$ cat src/stepper_pkg.sv
// Constants shared by the microstepping indexer
package stepper_pkg;
  // Clock and time base
  localparam int CLK_HZ = 125_000_000;
  localparam int FREQ_UNIT_HZ = 10;
  localparam int OSC_WRAP_INT = CLK_HZ / FREQ_UNIT_HZ;
  localparam logic [23:0] OSC_WRAP = 24'(OSC_WRAP_INT);
  localparam int IDLE_TIME_MS = 1000;
  localparam int IDLE_CYCLES_DEF = (CLK_HZ / 1000) * IDLE_TIME_MS;
  localparam int RAMP_TICK_US = 100;
  localparam int RAMP_TICK_CYCLES_DEF = (CLK_HZ / 1_000_000) * RAMP_TICK_US;

  // Register byte offsets
  localparam logic [7:0] REG_CTRL = 8'h00;
  localparam logic [7:0] REG_RAMP = 8'h04;
  localparam logic [7:0] REG_DROP = 8'h08;
  localparam logic [7:0] REG_PHASE_CUR = 8'h0C;
  localparam logic [7:0] REG_START_FREQ = 8'h10;
  localparam logic [7:0] REG_PRESET_DIR = 8'h14;
  localparam logic [7:0] REG_FREQ_BASE = 8'h18;
  localparam logic [7:0] REG_DIST_BASE = 8'h28;
  localparam logic [7:0] REG_STATUS = 8'h50;
  localparam logic [7:0] REG_REMAIN = 8'h54;
  localparam logic [7:0] REG_STEPCNT = 8'h58;
  localparam logic [7:0] REG_POSITION = 8'h5C;
  localparam logic [7:0] FREQ_STRIDE = 8'h04;
  localparam logic [7:0] DIST_STRIDE = 8'h08;
  localparam logic [7:0] DIST_HI_OFS = 8'h04;

  // Control register fields
  localparam int CTRL_MODE_LSB = 0;
  localparam int CTRL_PRESET_EN_BIT = 3;

  // Reset values
  localparam logic [2:0] MODE_RST = 3'h3;
  localparam logic [5:0] RAMP_RST = 6'h0A;
  localparam logic [2:0] DROP_RST = 3'h1;
  localparam logic [5:0] PHASE_CUR_RST = 6'h0A;
  localparam logic [9:0] FREQ_RST = 10'h00A;
  localparam logic [3:0] PRESET_DIR_RST = 4'h0;
  localparam logic [9:0] DIST_RST = 10'h000;

  // Current drop settings
  localparam logic [2:0] DROP_HALF = 3'h2;
  localparam logic [2:0] DROP_QUARTER = 3'h3;
  localparam logic [2:0] DROP_OFF = 3'h4;

  // Distance scaling and microstep size
  localparam logic [9:0] DIST_KILO = 10'd1000;
  localparam logic [6:0] MICRO_PER_FULL = 7'h40;
  localparam int NUM_PRESETS = 4;

  typedef enum logic [1:0] {
    RUN_IDLE = 2'b00,
    RUN_ACCEL = 2'b01,
    RUN_CRUISE = 2'b10,
    RUN_DECEL = 2'b11
  } run_state_t;
endpackage

$ cat src/rise_detect.sv
// Rising edge detector for a synchronous input level
module rise_detect (
  input wire logic clk,
  input wire logic resetn,
  input wire logic level,
  output logic rise
);
  logic prev;

  always_ff @(posedge clk or negedge resetn) begin
    if (!resetn) begin
      prev <= 1'b0;
    end else begin
      prev <= level;
    end
  end

  assign rise = level & ~prev;
endmodule

$ cat src/stepper_indexer.sv
// Indexer, oscillator and settings of a microstepping stepper driver
// Notes on behaviour
// - Each rising step input edge outside a preset run moves one step of the chosen resolution.
// - Without presets, the direction input level sets external step direction.
// - With presets, direction input stops the run and clears the sequence.
// - Stop and reset act only on the rising edge of the direction input.
// - Disable turns the power stage off and blocks all motion while held.
// - Disable keeps the sequence state and counters; a direction stop still clears the run.
// - Each preset input starts its run with its own direction, rate, distance.
// - Zero distance runs continuously while the input stays high or until stop.
// - Mode 0..6 selects full down to 1/64 step; default is 1/8.
// - One ramp time, 0.1 s units, default 10, for speeding up and down.
// - One second after stepping stops, current drops per setting 1..4.
// - Running phase current code 1..60 in 0.1 A, default 10.
// - Each preset has a direction bit, 0 forward, 1 reverse, default 0.
// - Each preset rate code is 5..1000 in 10 Hz units, default 10.
// - Distance is low part plus thousands part, counted in microsteps.
// - Preset runs begin at the start rate then ramp toward the target.
// - A readable down counter of remaining steps decrements to zero.
// - Step counter clears at each new run; last started preset is kept.
module stepper_indexer
  import stepper_pkg::*;
#(
  parameter int IDLE_CYCLES = IDLE_CYCLES_DEF,
  parameter int RAMP_TICK_CYCLES = RAMP_TICK_CYCLES_DEF
) (
  input wire logic clk,
  input wire logic resetn,
  input wire logic [7:0] addr,
  input wire logic [31:0] wdata,
  input wire logic wr,
  input wire logic rd,
  output logic [31:0] rdata,
  input wire logic step_in,
  input wire logic dir_in,
  input wire logic disable_in,
  input wire logic [3:0] preset_in,
  output logic stage_on,
  output logic step_out,
  output logic dir_out,
  output logic [15:0] position,
  output logic [5:0] current_code
);
  import stepper_pkg::*;

  localparam logic [26:0] IDLE_LIMIT = 27'(IDLE_CYCLES);
  localparam logic [15:0] TICK_LIMIT = 16'(RAMP_TICK_CYCLES);

  // Settings
  logic [2:0] mode;
  logic preset_en;
  logic [5:0] ramp, phase_cur;
  logic [2:0] drop;
  logic [9:0] start_freq;
  logic [3:0] preset_dir;
  logic [9:0] preset_freq [NUM_PRESETS];
  logic [9:0] dist_lo [NUM_PRESETS], dist_hi [NUM_PRESETS];
  // Run state
  run_state_t state;
  logic [1:0] active, last_preset;
  logic last_valid, run_dir, continuous, rested;
  logic [9:0] freq_cur, target;
  logic [23:0] acc;
  logic [20:0] remain, accel_steps;
  logic [31:0] step_count;
  logic [15:0] tick_cnt;
  logic [5:0] ramp_sub;
  logic [26:0] idle_cnt;

  // One edge detector per pin: step, direction, then the presets
  logic step_rise, dir_rise;
  logic [3:0] preset_rise;
  logic [NUM_PRESETS + 1:0] pin_level, pin_rise;
  assign pin_level = {preset_in, dir_in, step_in};
  assign {preset_rise, dir_rise, step_rise} = pin_rise;
  genvar gi;
  generate
    for (gi = 0; gi < NUM_PRESETS + 2; gi++) begin : g_pin_edge
      rise_detect u_edge (
        .clk(clk),
        .resetn(resetn),
        .level(pin_level[gi]),
        .rise(pin_rise[gi])
      );
    end
  endgenerate

  // Lowest asserted preset wins
  logic [1:0] pick;
  always_comb begin
    pick = 2'h0;
    for (int i = NUM_PRESETS - 1; i >= 0; i--) begin
      if (preset_in[i]) begin
        pick = 2'(i);
      end
    end
  end

  logic running, stop_req, start_req;
  assign running = (state != RUN_IDLE);
  assign stop_req = preset_en && dir_rise;
  assign start_req = preset_en && !running && !disable_in && !stop_req
                     && (|preset_rise);
  // Distance: low part plus thousands, widened before the product
  logic [20:0] pick_dist;
  assign pick_dist = 21'(dist_hi[pick]) * 21'(DIST_KILO)
                     + 21'(dist_lo[pick]);
  // Oscillator step tick
  logic [24:0] acc_sum;
  logic osc_step;
  assign acc_sum = {1'b0, acc} + {15'h0000, freq_cur};
  assign osc_step = running && !disable_in && (acc_sum >= {1'b0, OSC_WRAP});
  // Ramp tick: one rate code per ramp setting plus one, times 100 us
  logic ramp_step;
  assign ramp_step = running && !disable_in && (tick_cnt == TICK_LIMIT - 1'b1)
                     && (ramp_sub >= ramp);
  logic ext_step, any_step;
  assign ext_step = step_rise && !disable_in && !running;
  assign any_step = ext_step || osc_step;
  logic [6:0] step_inc;
  assign step_inc = MICRO_PER_FULL >> mode;
  logic want_decel;
  assign want_decel = continuous ? !preset_in[active]
                                 : (remain <= accel_steps);

  // Register writes
  logic [7:0] freq_addr [NUM_PRESETS];
  logic [7:0] dlo_addr [NUM_PRESETS];
  always_comb begin
    for (int i = 0; i < NUM_PRESETS; i++) begin
      freq_addr[i] = REG_FREQ_BASE + 8'(i) * FREQ_STRIDE;
      dlo_addr[i] = REG_DIST_BASE + 8'(i) * DIST_STRIDE;
    end
  end

  always_ff @(posedge clk or negedge resetn) begin
    if (!resetn) begin
      mode <= MODE_RST;
      preset_en <= 1'b0;
      ramp <= RAMP_RST;
      drop <= DROP_RST;
      phase_cur <= PHASE_CUR_RST;
      start_freq <= FREQ_RST;
      preset_dir <= PRESET_DIR_RST;
      for (int i = 0; i < NUM_PRESETS; i++) begin
        preset_freq[i] <= FREQ_RST;
        dist_lo[i] <= DIST_RST;
        dist_hi[i] <= DIST_RST;
      end
    end else if (wr) begin
      unique case (addr)
        REG_CTRL: begin
          mode <= wdata[CTRL_MODE_LSB +: 3];
          preset_en <= wdata[CTRL_PRESET_EN_BIT];
        end
        REG_RAMP: ramp <= wdata[5:0];
        REG_DROP: drop <= wdata[2:0];
        REG_PHASE_CUR: phase_cur <= wdata[5:0];
        REG_START_FREQ: start_freq <= wdata[9:0];
        REG_PRESET_DIR: preset_dir <= wdata[3:0];
        default: begin
          for (int i = 0; i < NUM_PRESETS; i++) begin
            if (addr == freq_addr[i]) begin
              preset_freq[i] <= wdata[9:0];
            end
            if (addr == dlo_addr[i]) begin
              dist_lo[i] <= wdata[9:0];
            end
            if (addr == dlo_addr[i] + DIST_HI_OFS) begin
              dist_hi[i] <= wdata[9:0];
            end
          end
        end
      endcase
    end
  end

  // Run sequencer; frozen while disabled, but a direction stop still clears it
  always_ff @(posedge clk or negedge resetn) begin
    if (!resetn) begin
      state <= RUN_IDLE;
      active <= 2'h0;
      run_dir <= 1'b0;
      continuous <= 1'b0;
      freq_cur <= FREQ_RST;
      target <= FREQ_RST;
      remain <= 21'h000000;
      accel_steps <= 21'h000000;
    end else if (stop_req) begin
      state <= RUN_IDLE;
      remain <= 21'h000000;
      accel_steps <= 21'h000000;
    end else if (start_req) begin
      state <= RUN_ACCEL;
      active <= pick;
      run_dir <= preset_dir[pick];
      continuous <= (pick_dist == 21'h000000);
      remain <= pick_dist;
      accel_steps <= 21'h000000;
      freq_cur <= start_freq;
      target <= (preset_freq[pick] > start_freq) ? preset_freq[pick]
                                                  : start_freq;
    end else if (running && !disable_in) begin
      if (osc_step && !continuous) begin
        remain <= remain - 1'b1;
      end
      if (osc_step && state == RUN_ACCEL) begin
        accel_steps <= accel_steps + 1'b1;
      end
      unique case (state)
        RUN_ACCEL: begin
          if (want_decel) begin
            state <= RUN_DECEL;
          end else if (freq_cur >= target) begin
            state <= RUN_CRUISE;
          end else if (ramp_step) begin
            freq_cur <= freq_cur + 1'b1;
          end
        end
        RUN_CRUISE: begin
          if (want_decel) begin
            state <= RUN_DECEL;
          end
        end
        RUN_DECEL: begin
          if (continuous && freq_cur <= start_freq) begin
            state <= RUN_IDLE;
          end else if (ramp_step && freq_cur > start_freq) begin
            freq_cur <= freq_cur - 1'b1;
          end
        end
        RUN_IDLE: begin
        end
      endcase
      // Last planned step ends the run
      if (!continuous && (remain == 21'h000000 ||
                          (osc_step && remain == 21'h000001))) begin
        state <= RUN_IDLE;
      end
    end
  end

  // Oscillator phase accumulator and ramp divider
  always_ff @(posedge clk or negedge resetn) begin
    if (!resetn) begin
      acc <= 24'h000000;
      tick_cnt <= 16'h0000;
      ramp_sub <= 6'h00;
    end else if (!running || start_req) begin
      acc <= 24'h000000;
      tick_cnt <= 16'h0000;
      ramp_sub <= 6'h00;
    end else if (!disable_in) begin
      acc <= osc_step ? 24'(acc_sum - {1'b0, OSC_WRAP}) : acc_sum[23:0];
      if (tick_cnt == TICK_LIMIT - 1'b1) begin
        tick_cnt <= 16'h0000;
        ramp_sub <= ramp_step ? 6'h00 : ramp_sub + 1'b1;
      end else begin
        tick_cnt <= tick_cnt + 1'b1;
      end
    end
  end
  // Monitor counters
  always_ff @(posedge clk or negedge resetn) begin
    if (!resetn) begin
      step_count <= 32'h00000000;
      last_preset <= 2'h0;
      last_valid <= 1'b0;
    end else if (start_req) begin
      step_count <= 32'h00000000;
      last_preset <= pick;
      last_valid <= 1'b1;
    end else if (osc_step) begin
      step_count <= step_count + 1'b1;
    end
  end

  // Motor position in 1/64 step units and step strobe
  always_ff @(posedge clk or negedge resetn) begin
    if (!resetn) begin
      position <= 16'h0000;
      step_out <= 1'b0;
      dir_out <= 1'b0;
    end else begin
      step_out <= any_step;
      if (any_step) begin
        // Direction pin level only matters without presets
        dir_out <= ext_step ? (preset_en ? run_dir : dir_in) : run_dir;
        if ((ext_step && !preset_en) ? dir_in : run_dir) begin
          position <= position - 16'(step_inc);
        end else begin
          position <= position + 16'(step_inc);
        end
      end
    end
  end
  // Rest timer and current level
  always_ff @(posedge clk or negedge resetn) begin
    if (!resetn) begin
      idle_cnt <= 27'h0000000;
      rested <= 1'b0;
    end else if (any_step) begin
      idle_cnt <= 27'h0000000;
      rested <= 1'b0;
    end else if (idle_cnt >= IDLE_LIMIT - 1'b1) begin
      rested <= 1'b1;
    end else begin
      idle_cnt <= idle_cnt + 1'b1;
    end
  end

  always_ff @(posedge clk or negedge resetn) begin
    if (!resetn) begin
      stage_on <= 1'b0;
      current_code <= 6'h00;
    end else begin
      stage_on <= !disable_in;
      if (disable_in || (rested && drop == DROP_OFF)) begin
        current_code <= 6'h00;
      end else if (rested && drop == DROP_HALF) begin
        current_code <= phase_cur >> 1;
      end else if (rested && drop == DROP_QUARTER) begin
        current_code <= phase_cur >> 2;
      end else begin
        current_code <= phase_cur;
      end
    end
  end

  // Register reads, data valid the cycle after the strobe
  logic [31:0] next_rdata;
  always_comb begin
    next_rdata = 32'h00000000;
    unique case (addr)
      REG_CTRL: next_rdata = {28'h0, preset_en, mode};
      REG_RAMP: next_rdata = {26'h0, ramp};
      REG_DROP: next_rdata = {29'h0, drop};
      REG_PHASE_CUR: next_rdata = {26'h0, phase_cur};
      REG_START_FREQ: next_rdata = {22'h0, start_freq};
      REG_PRESET_DIR: next_rdata = {28'h0, preset_dir};
      REG_STATUS: next_rdata = {24'h0, rested, run_dir, last_valid,
                                last_preset, disable_in, state};
      REG_REMAIN: next_rdata = {11'h0, remain};
      REG_STEPCNT: next_rdata = step_count;
      REG_POSITION: next_rdata = {16'h0, position};
      default: begin
        for (int i = 0; i < NUM_PRESETS; i++) begin
          if (addr == freq_addr[i]) begin
            next_rdata = {22'h0, preset_freq[i]};
          end
          if (addr == dlo_addr[i]) begin
            next_rdata = {22'h0, dist_lo[i]};
          end
          if (addr == dlo_addr[i] + DIST_HI_OFS) begin
            next_rdata = {22'h0, dist_hi[i]};
          end
        end
      end
    endcase
  end

  always_ff @(posedge clk or negedge resetn) begin
    if (!resetn) begin
      rdata <= 32'h00000000;
    end else begin
      rdata <= rd ? next_rdata : 32'h00000000;
    end
  end
endmodule

$ cat config.mk
export PLATFORM = sky130hd
export DESIGN_NAME = stepper_indexer
export DESIGN_NICKNAME = d
export VERILOG_FILES = /design/src/stepper_pkg.sv /design/src/rise_detect.sv /design/src/stepper_indexer.sv
export SDC_FILE = /design/constraint.sdc
export NUM_CORES = 1
export LEC_CHECK = 0
export ABC_CLOCK_PERIOD_IN_PS = 7500
export CORE_UTILIZATION = 65
export CTS_CLUSTER_DIAMETER = 200
export DETAILED_ROUTE_END_ITERATION = 16
export DONT_BUFFER_PORTS = 1
export PLACE_DENSITY = 0.86
export SYNTH_ARGS = -nofsm -noshare
export SYNTH_HDL_FRONTEND = slang
export SYNTH_SLANG_ARGS = --single-unit
$ cat constraint.sdc
create_clock -name clk -period 7.5 [get_ports clk]
set_input_delay 1.5 -clock clk [delete_from_list [all_inputs] [get_ports clk]]
set_output_delay 1.5 -clock clk [all_outputs]
set_load 0.005 [all_outputs]
==> results.json, run 1 <==
{
  "synthFlopType": "dfrtp_1",
  "root_buffer": "clkbuf_16",
  "crit_buf_inv": 4,
  "ir_drop_uv": 223.6,
  "setup_viol": 0,
  "drv_cap": 0,
  "layout-area-overhead-vs-synth_pct": 7.938,
  "nets": 2748,
  "reg2reg_depth": 18,
  "io_pins": 108,
  "wl_per_cell_um": 22.67,
  "yosysWarnings": 0,
  "p_per_area_mw_per_mm2": 245.5,
  "ant_nets": 0,
  "drtIter0Drc": 2044,
  "vias_per_cell": 6.788,
  "synth_cell_type_count": 88,
  "core_mm2": 0.03784,
  "crit_chain": "inv_1 -> a211oi_4 -> buf_4 -> mux4_2 -> xor2_1 -> ha_1 -> fa_1 -> inv_1 -> fa_1 -> fa_1 -> inv_1 -> ha_1 -> o21a_1 -> o31a_1 -> o31ai_1 -> a21oi_1 -> and3_1 -> o41ai_1 -> xnor2_1 -> nand3_1 -> xor2_1 -> o41ai_1",
  "synthMostInstantiatedCell": "dfrtp_1",
  "clk_pin_slew_ns": 0.06,
  "grt_antenna_before_repair": 1,
  "synthTopCellsByArea": "dfrtp_1 37%, ha_1 7.3%, mux2_2 6.9%",
  "hold_violations": 0,
  "max_freq_ghz": 0.1435,
  "yosysTopAreaCellShare_pct": 37.01,
  "critical_path_class": "primary input to flop",
  "max_stage_delay_ns": 0.51,
  "gp_congestion": 0.9557,
  "leakage_uw": 0.01238,
  "post_synth.cell_area_avg_um2": 9.880,
  "crit_arrival_ns": 7.44,
  "cts.sinks": 393,
  "synth_edf_count": 0,
  "slew_headroom_pct": -2.633,
  "firstDrtPassIters": 8,
  "grt_pass1_wl_mm": 111.0,
  "fin_ws_ns": 0.5330,
  "slowest_stage": "fa_1",
  "gr-total-overflow": 0,
  "cts_tree": "done",
  "num_rows": 71,
  "pre_cts_ws_ns": -0.02315,
  "cts_setup_buffers": 0,
  "fin_util_pct": 71.75,
  "syn_nets": 2776,
  "outcome": "finished, violations left",
  "failed_checks": "slew limit",
  "fin_crit_ns": 6.967,
  "cts-resized-gates": 0,
  "yosys.area_share.simple_pct": 16.02,
  "synth_xor_area_share_pct": 5.675,
  "fillerInstances": 2642,
  "ys_seq_area_share_pct": 39.20,
  "die-height_um": 198.7,
  "port_buffers": 0,
  "ys_async_sr_fraction_pct": 100.0,
  "dp.cells": 2985,
  "synth_area_mm2": 0.02516,
  "drc_errors": 0,
  "hpwl_mm": 48.42,
  "crit_required_ns": 7.97,
  "synthMuxAreaShare_pct": 11.28,
  "rsz0062_at_grt": "no",
  "worstSetupPathDepth": 22,
  "skew_ns": 0.01882,
  "clock_latency_ns": 0.60,
  "cts_buffer_depth": 3,
  "start_util_pct": 66.47,
  "totalWireLength_mm": 69.45,
  "crit_family": "adder cells",
  "synth-seq-cells": 393,
  "period_share_pct": 92.89,
  "critPathLaunchType": "primary input",
  "post-synth-top-area-cell": "dfrtp_1",
  "endpoint_kind": "flop",
  "synthCells": 2546,
  "slew_viol_final": 40,
  "cts-buffers-inserted": 42,
  "vias": 20791,
  "die_w_um": 198.7,
  "critPathMaxFanout": 12,
  "hold_buffers": 0,
  "first_global_vias": 21037,
  "synth_compound_area_share_pct": 13.92,
  "gr-usage-all-layers_pct": 36.13,
  "whs_path_depth": 2,
  "synth_commonest_cells": "372 x dfrtp_1, 233 x nor2_1, 193 x nand2_1, 154 x mux2_2, 151 x inv_1",
  "max_slew.worst_pin.slew_ns": 1.540,
  "synth_top_family_by_area": "simple AND/OR/NAND/NOR gates",
  "hp-class": "flop to flop",
  "drive_gt1_share_pct": 14.50,
  "grt_max_degree": 394,
  "final_cells": 3063,
  "synthAdderAreaFrac_pct": 9.858,
  "h-tree-depth": 2,
  "power_uw": 6667,
  "die-area_mm2": 0.03949
}
-- layout make-up --
type | instances | area, um^2 | share of cell area, %
Clock inverter | 18 | 196.4 | 0.7235
Inverter | 152 | 570.5 | 2.101
Tap cell | 511 | 639.4 | 2.355
Clock buffer | 59 | 1246 | 4.590
Multi-Input combinational cell | 1888 | 14330 | 52.77
Antenna cell | 1 | 2.502 | 0.009216
Sequential cell | 393 | 9861 | 36.32
Timing Repair Buffer | 41 | 307.8 | 1.134
-- power breakdown --
part	internal [uW]	switching (uW)	total [uW]
Combinational	760	1130	1890
Sequential	2330	262	2590
Clock	1270	915	2190
Total	4360	2310	6670
-- sequential cells by signal (all words and copies together) (netlist names), 4 cells and up --
register / cells
phase_cur: 6
start_freq: 10
ramp: 6
rdata: 32
ramp_sub: 6
preset_freq: 40
preset_dir: 4
tick_cnt: 16
freq_cur: 10
current_code: 6
step_count: 32
g_pin_edge.u_edge.prev: 6
position: 16
idle_cnt: 27
accel_steps: 21
target: 10
remain: 21
dist_hi: 40
dist_lo: 40
acc: 24
-- per-stage QoR --
| step | TNS, ns | hold slack, ns | instance area [um^2] |
|---|---|---|---|
| floorplan | 0 | 0.4351 | 25200 |
| global placement | 0 | 0.4517 | 25710 |
| detailed placement | -0.02315 | 0.4707 | 25710 |
| CTS | 0 | 0.4823 | 27150 |
| global route | 0 | 0.5102 | 27150 |
| finish | 0 | 0.4874 | 27150 |
-- worst register-to-register path: cells and delay by family (launching register included) --
kind | cells | cell delay, ns
AO/OA/AOI/OAI | 8 | 1.83
XOR/XNOR | 2 | 0.31
adder cells (fa/ha/maj) | 1 | 0.37
buffers and inverters | 2 | 0.38
flip-flops | 1 | 0.53
multiplexers | 1 | 0.84
AND/OR/NAND/NOR | 4 | 1.70
-- final timing paths --
kind | start | slack (ns) | end
worst max register to register | state[0]$_DFFE_PN0P_ | 1.40 | position[15]$_DFFE_PN0N_
min in group asynchronous | resetn | 0.64 | acc[11]$_DFFE_PN0P_
max in group asynchronous | resetn | 5.66 | dist_lo[39]$_DFFE_PN0P_
worst max-delay path | preset_in[3] | 0.53 | continuous$_DFFE_PN0P_
worst min register to register | target[3]$_DFFE_PN1P_ | 0.49 | target[3]$_DFFE_PN1P_
worst min-delay path | target[3]$_DFFE_PN1P_ | 0.49 | target[3]$_DFFE_PN1P_
-- cell usage in the layout (no fill, tap or decap), types with 18 or more instances in the layout --
cell / count
o21ai_0: 110
ha_1: 147
buf_4: 41
dfrtp_1: 372
nor3_1: 30
dfstp_2: 21
xor2_1: 70
inv_1: 151
a21o_1: 28
a221oi_1: 20
nor4_2: 20
xnor2_1: 93
mux4_2: 32
a21oi_1: 115
nor4_1: 19
nand3_1: 88
nor2b_1: 18
nand2b_1: 22
or3_1: 26
and2_1: 22
and3_1: 29
nor2_1: 231
fa_1: 32
a211oi_1: 19
nand2_1: 193
mux2i_1: 37
a22oi_1: 32
a31oi_1: 19
nand4_1: 55
mux2_2: 154
clkbuf_16: 43
-- kinds of logic (layout without fill, tap and decap cells) --
| logic type | after synthesis | in the layout |
|---|---|---|
| adder cells (fa/ha/maj) | 179 | 179 |
| AND/OR/NAND/NOR | 803 | 803 |
| AO/OA/AOI/OAI | 519 | 519 |
| buffers and inverters | 265 | 270 |
| flip-flops | 393 | 393 |
| XOR/XNOR | 163 | 163 |
| multiplexers | 224 | 224 |
| other | 0 | 1 |
-- metal layers --
layer / part of all wire, % / vias up / GRT usage (%)
li1: - / 9142 / -
met1: 38 / 10131 / 45.52
met2: 46 / 1235 / 56.92
met3: 10 / 283 / 8.681
met4: 5.8 / 0 / 21.05
met5: 0 / - / 0
Note: power is estimated with default switching activity, not from simulation.
==> run 2, diff against run 1 <==
--- a/config.mk
+++ b/config.mk
@@ -10,7 +10,9 @@
 export CTS_CLUSTER_DIAMETER = 200
 export DETAILED_ROUTE_END_ITERATION = 16
 export DONT_BUFFER_PORTS = 1
+export MAX_ROUTING_LAYER = met4
 export PLACE_DENSITY = 0.86
+export REMOVE_ABC_BUFFERS = 1
 export SYNTH_ARGS = -nofsm -noshare
 export SYNTH_HDL_FRONTEND = slang
 export SYNTH_SLANG_ARGS = --single-unit
==> run 2 against run 1 <==
  * Clock skew shrank 0.0076 ns
  * Design area rose by 0.25%
  * Global-route usage up 1.0 points
  * Non-clock buffer count grew 8
  * The run still ends with slew limit left
  * Register-to-register slack improved by 0.11 ns
  * Combinational power barely moved
  * Clock-buffer cell count rose by 8
  * First-iteration DRC count fell by 0.98%
  * Core utilization is 0.18 points higher
  * Maximum frequency down 1.4%
  * Clock power barely moved
==> results.json, run 2 (synthesis results as in run 1) <==
{
  "h-tree-depth": 2,
  "grt_antenna_before_repair": 1,
  "critPathMaxFanout": 10,
  "wl_per_cell_um": 22.75,
  "multi_input_area_mm2": 0.01432,
  "totalWireLength_mm": 69.94,
  "layout-area-overhead-vs-synth_pct": 8.212,
  "cts.sinks": 393,
  "period_share_pct": 94.22,
  "stdcell_area_mm2": 0.02722,
  "crit_arrival_ns": 7.49,
  "fin_crit_ns": 7.067,
  "max_freq_ghz": 0.1415,
  "fin_util_pct": 71.93,
  "dpl_cell_area_mm2": 0.02578,
  "grt_max_degree": 394,
  "gp_congestion": 0.9550,
  "outcome": "finished, violations left",
  "skew_ns": 0.01119,
  "slew_headroom_pct": -20.63,
  "core_mm2": 0.03784,
  "die_w_um": 198.7,
  "port_buffers": 0,
  "clk_pin_slew_ns": 0.06,
  "vias": 20846,
  "die-area_mm2": 0.03949,
  "fillerInstances": 2635,
  "hpwl_mm": 48.58,
  "ant_nets": 0,
  "crit_required_ns": 7.93,
  "gr-usage-all-layers_pct": 37.13,
  "failed_checks": "slew limit",
  "final_common_cell": "dfrtp_1",
  "p_per_area_mw_per_mm2": 244.1,
  "drive_gt1_share_pct": 14.37,
  "cts_tree": "done",
  "root_buffer": "clkbuf_16",
  "critPathLaunchType": "primary input",
  "setup_viol": 0,
  "rsz0062_at_grt": "no",
  "num_rows": 71,
  "endpoint_kind": "flop",
  "drv_cap": 0,
  "hold_violations": 0,
  "tns_ns": 0,
  "max_slew.worst_pin.slew_ns": 1.809,
  "grt_pass1_wl_mm": 110.5,
  "cts-buffers-inserted": 43,
  "seqCellArea_mm2": 0.009861,
  "cts_buffer_depth": 3,
  "final_cell_mix": "372 x dfrtp_1, 231 x nor2_1, 193 x nand2_1",
  "reg_top3": "dist_hi x40, dist_lo x40, preset_freq x40",
  "io_pins": 108,
  "vias_per_cell": 6.781,
  "nets": 2757,
  "gr-total-overflow": 0,
  "die-height_um": 198.7,
  "cts_setup_buffers": 0,
  "start_util_pct": 66.47,
  "drtIter0Drc": 2024,
  "first_global_vias": 20889,
  "clock_latency_ns": 0.57,
  "ir_drop_uv": 223.8,
  "drc_errors": 0,
  "slew_viol_final": 155,
  "firstDrtPassIters": 7,
  "leakage_uw": 0.01242,
  "critical_path_class": "primary input to flop",
  "hp-class": "flop to flop"
}
[run 2: stage by stage]
stage / setup WS (ns) / power, uW / hold WS (ns) / std cells
after floorplan: -2.261 / 3919 / 0.4351 / 2433
after global placement: 0.1114 / 4353 / 0.4516 / 2993
after detailed placement: -0.05710 / 4459 / 0.4624 / 2993
after CTS: 0.5100 / 6609 / 0.4813 / 3072
after global routing: 0.04486 / 6963 / 0.5150 / 3073
final: 0.4332 / 6646 / 0.4807 / 3074
[run 2: per-layer routing]
layer	up-vias	part of all wire (%)	track usage [%]	routed length, um
li1	9168	-	-	-
met1	10188	38	44.73	26500
met2	1158	46	57.78	32480
met3	332	9.5	7.782	6616
met4	0	6.2	21.88	4338
met5	-	0	-	0
[run 2: where the power goes]
group,internal (uW),leakage (uW),total [uW],switching [uW]
combinational,765,0.00643,1890,1130
clock,1280,0.000707,2160,879
sequential,2330,0.00528,2590,261
total,4380,0.0124,6650,2270
[run 2: repair_timing]
action | CTS | global route
gates resized for setup | 0 | 1
setup endpoints to repair | 0 | 1
hold buffers | 0 | 0
[run 2: final cells by class]
class / count / share of cell area, %
clock buffers: 67 / 4.698
clock inverters: 12 / 0.5654
multi-input cells: 1888 / 52.61
inverters: 152 / 2.096
flip-flops and latches: 393 / 36.22
well taps: 511 / 2.349
repair buffers: 49 / 1.443
diodes: 2 / 0.01839
[run 2: final timing paths]
kind / from / end / slack, ns / depth (start not counted)
min in group asynchronous: resetn / stage_on$_DFF_PN0_ / 0.66 / 0
max in group asynchronous: resetn / last_preset[0]$_DFFE_PN0P_ / 5.42 / 0
worst max-delay path: preset_in[2] / remain[18]$_DFFE_PN0P_ / 0.43 / 25
worst min register to register: target[3]$_DFFE_PN1P_ / target[3]$_DFFE_PN1P_ / 0.48 / 2
worst min-delay path: target[3]$_DFFE_PN1P_ / target[3]$_DFFE_PN1P_ / 0.48 / 2
worst max register to register: dist_hi[1]$_DFFE_PN0P_ / remain[18]$_DFFE_PN0P_ / 1.51 / 21
[run 2: worst max-delay path, stage by stage]
cell and delay, ns:
inv_1 0.10, a21oi_1 0.11, nor2_4 0.22, buf_12 0.19, buf_4 0.18, mux4_2 0.65, ha_1 0.33, inv_1 0.05
fa_1 0.54, inv_1 0.06, fa_1 0.51, inv_1 0.06, fa_1 0.50, inv_1 0.04, ha_1 0.32, o21a_1 0.14
a211oi_1 0.08, or2_2 0.34, xor2_1 0.20, nor3_1 0.34, nand3_1 0.17, and3b_1 0.32, xor2_1 0.24, nand2_1 0.10
o311ai_0 0.17
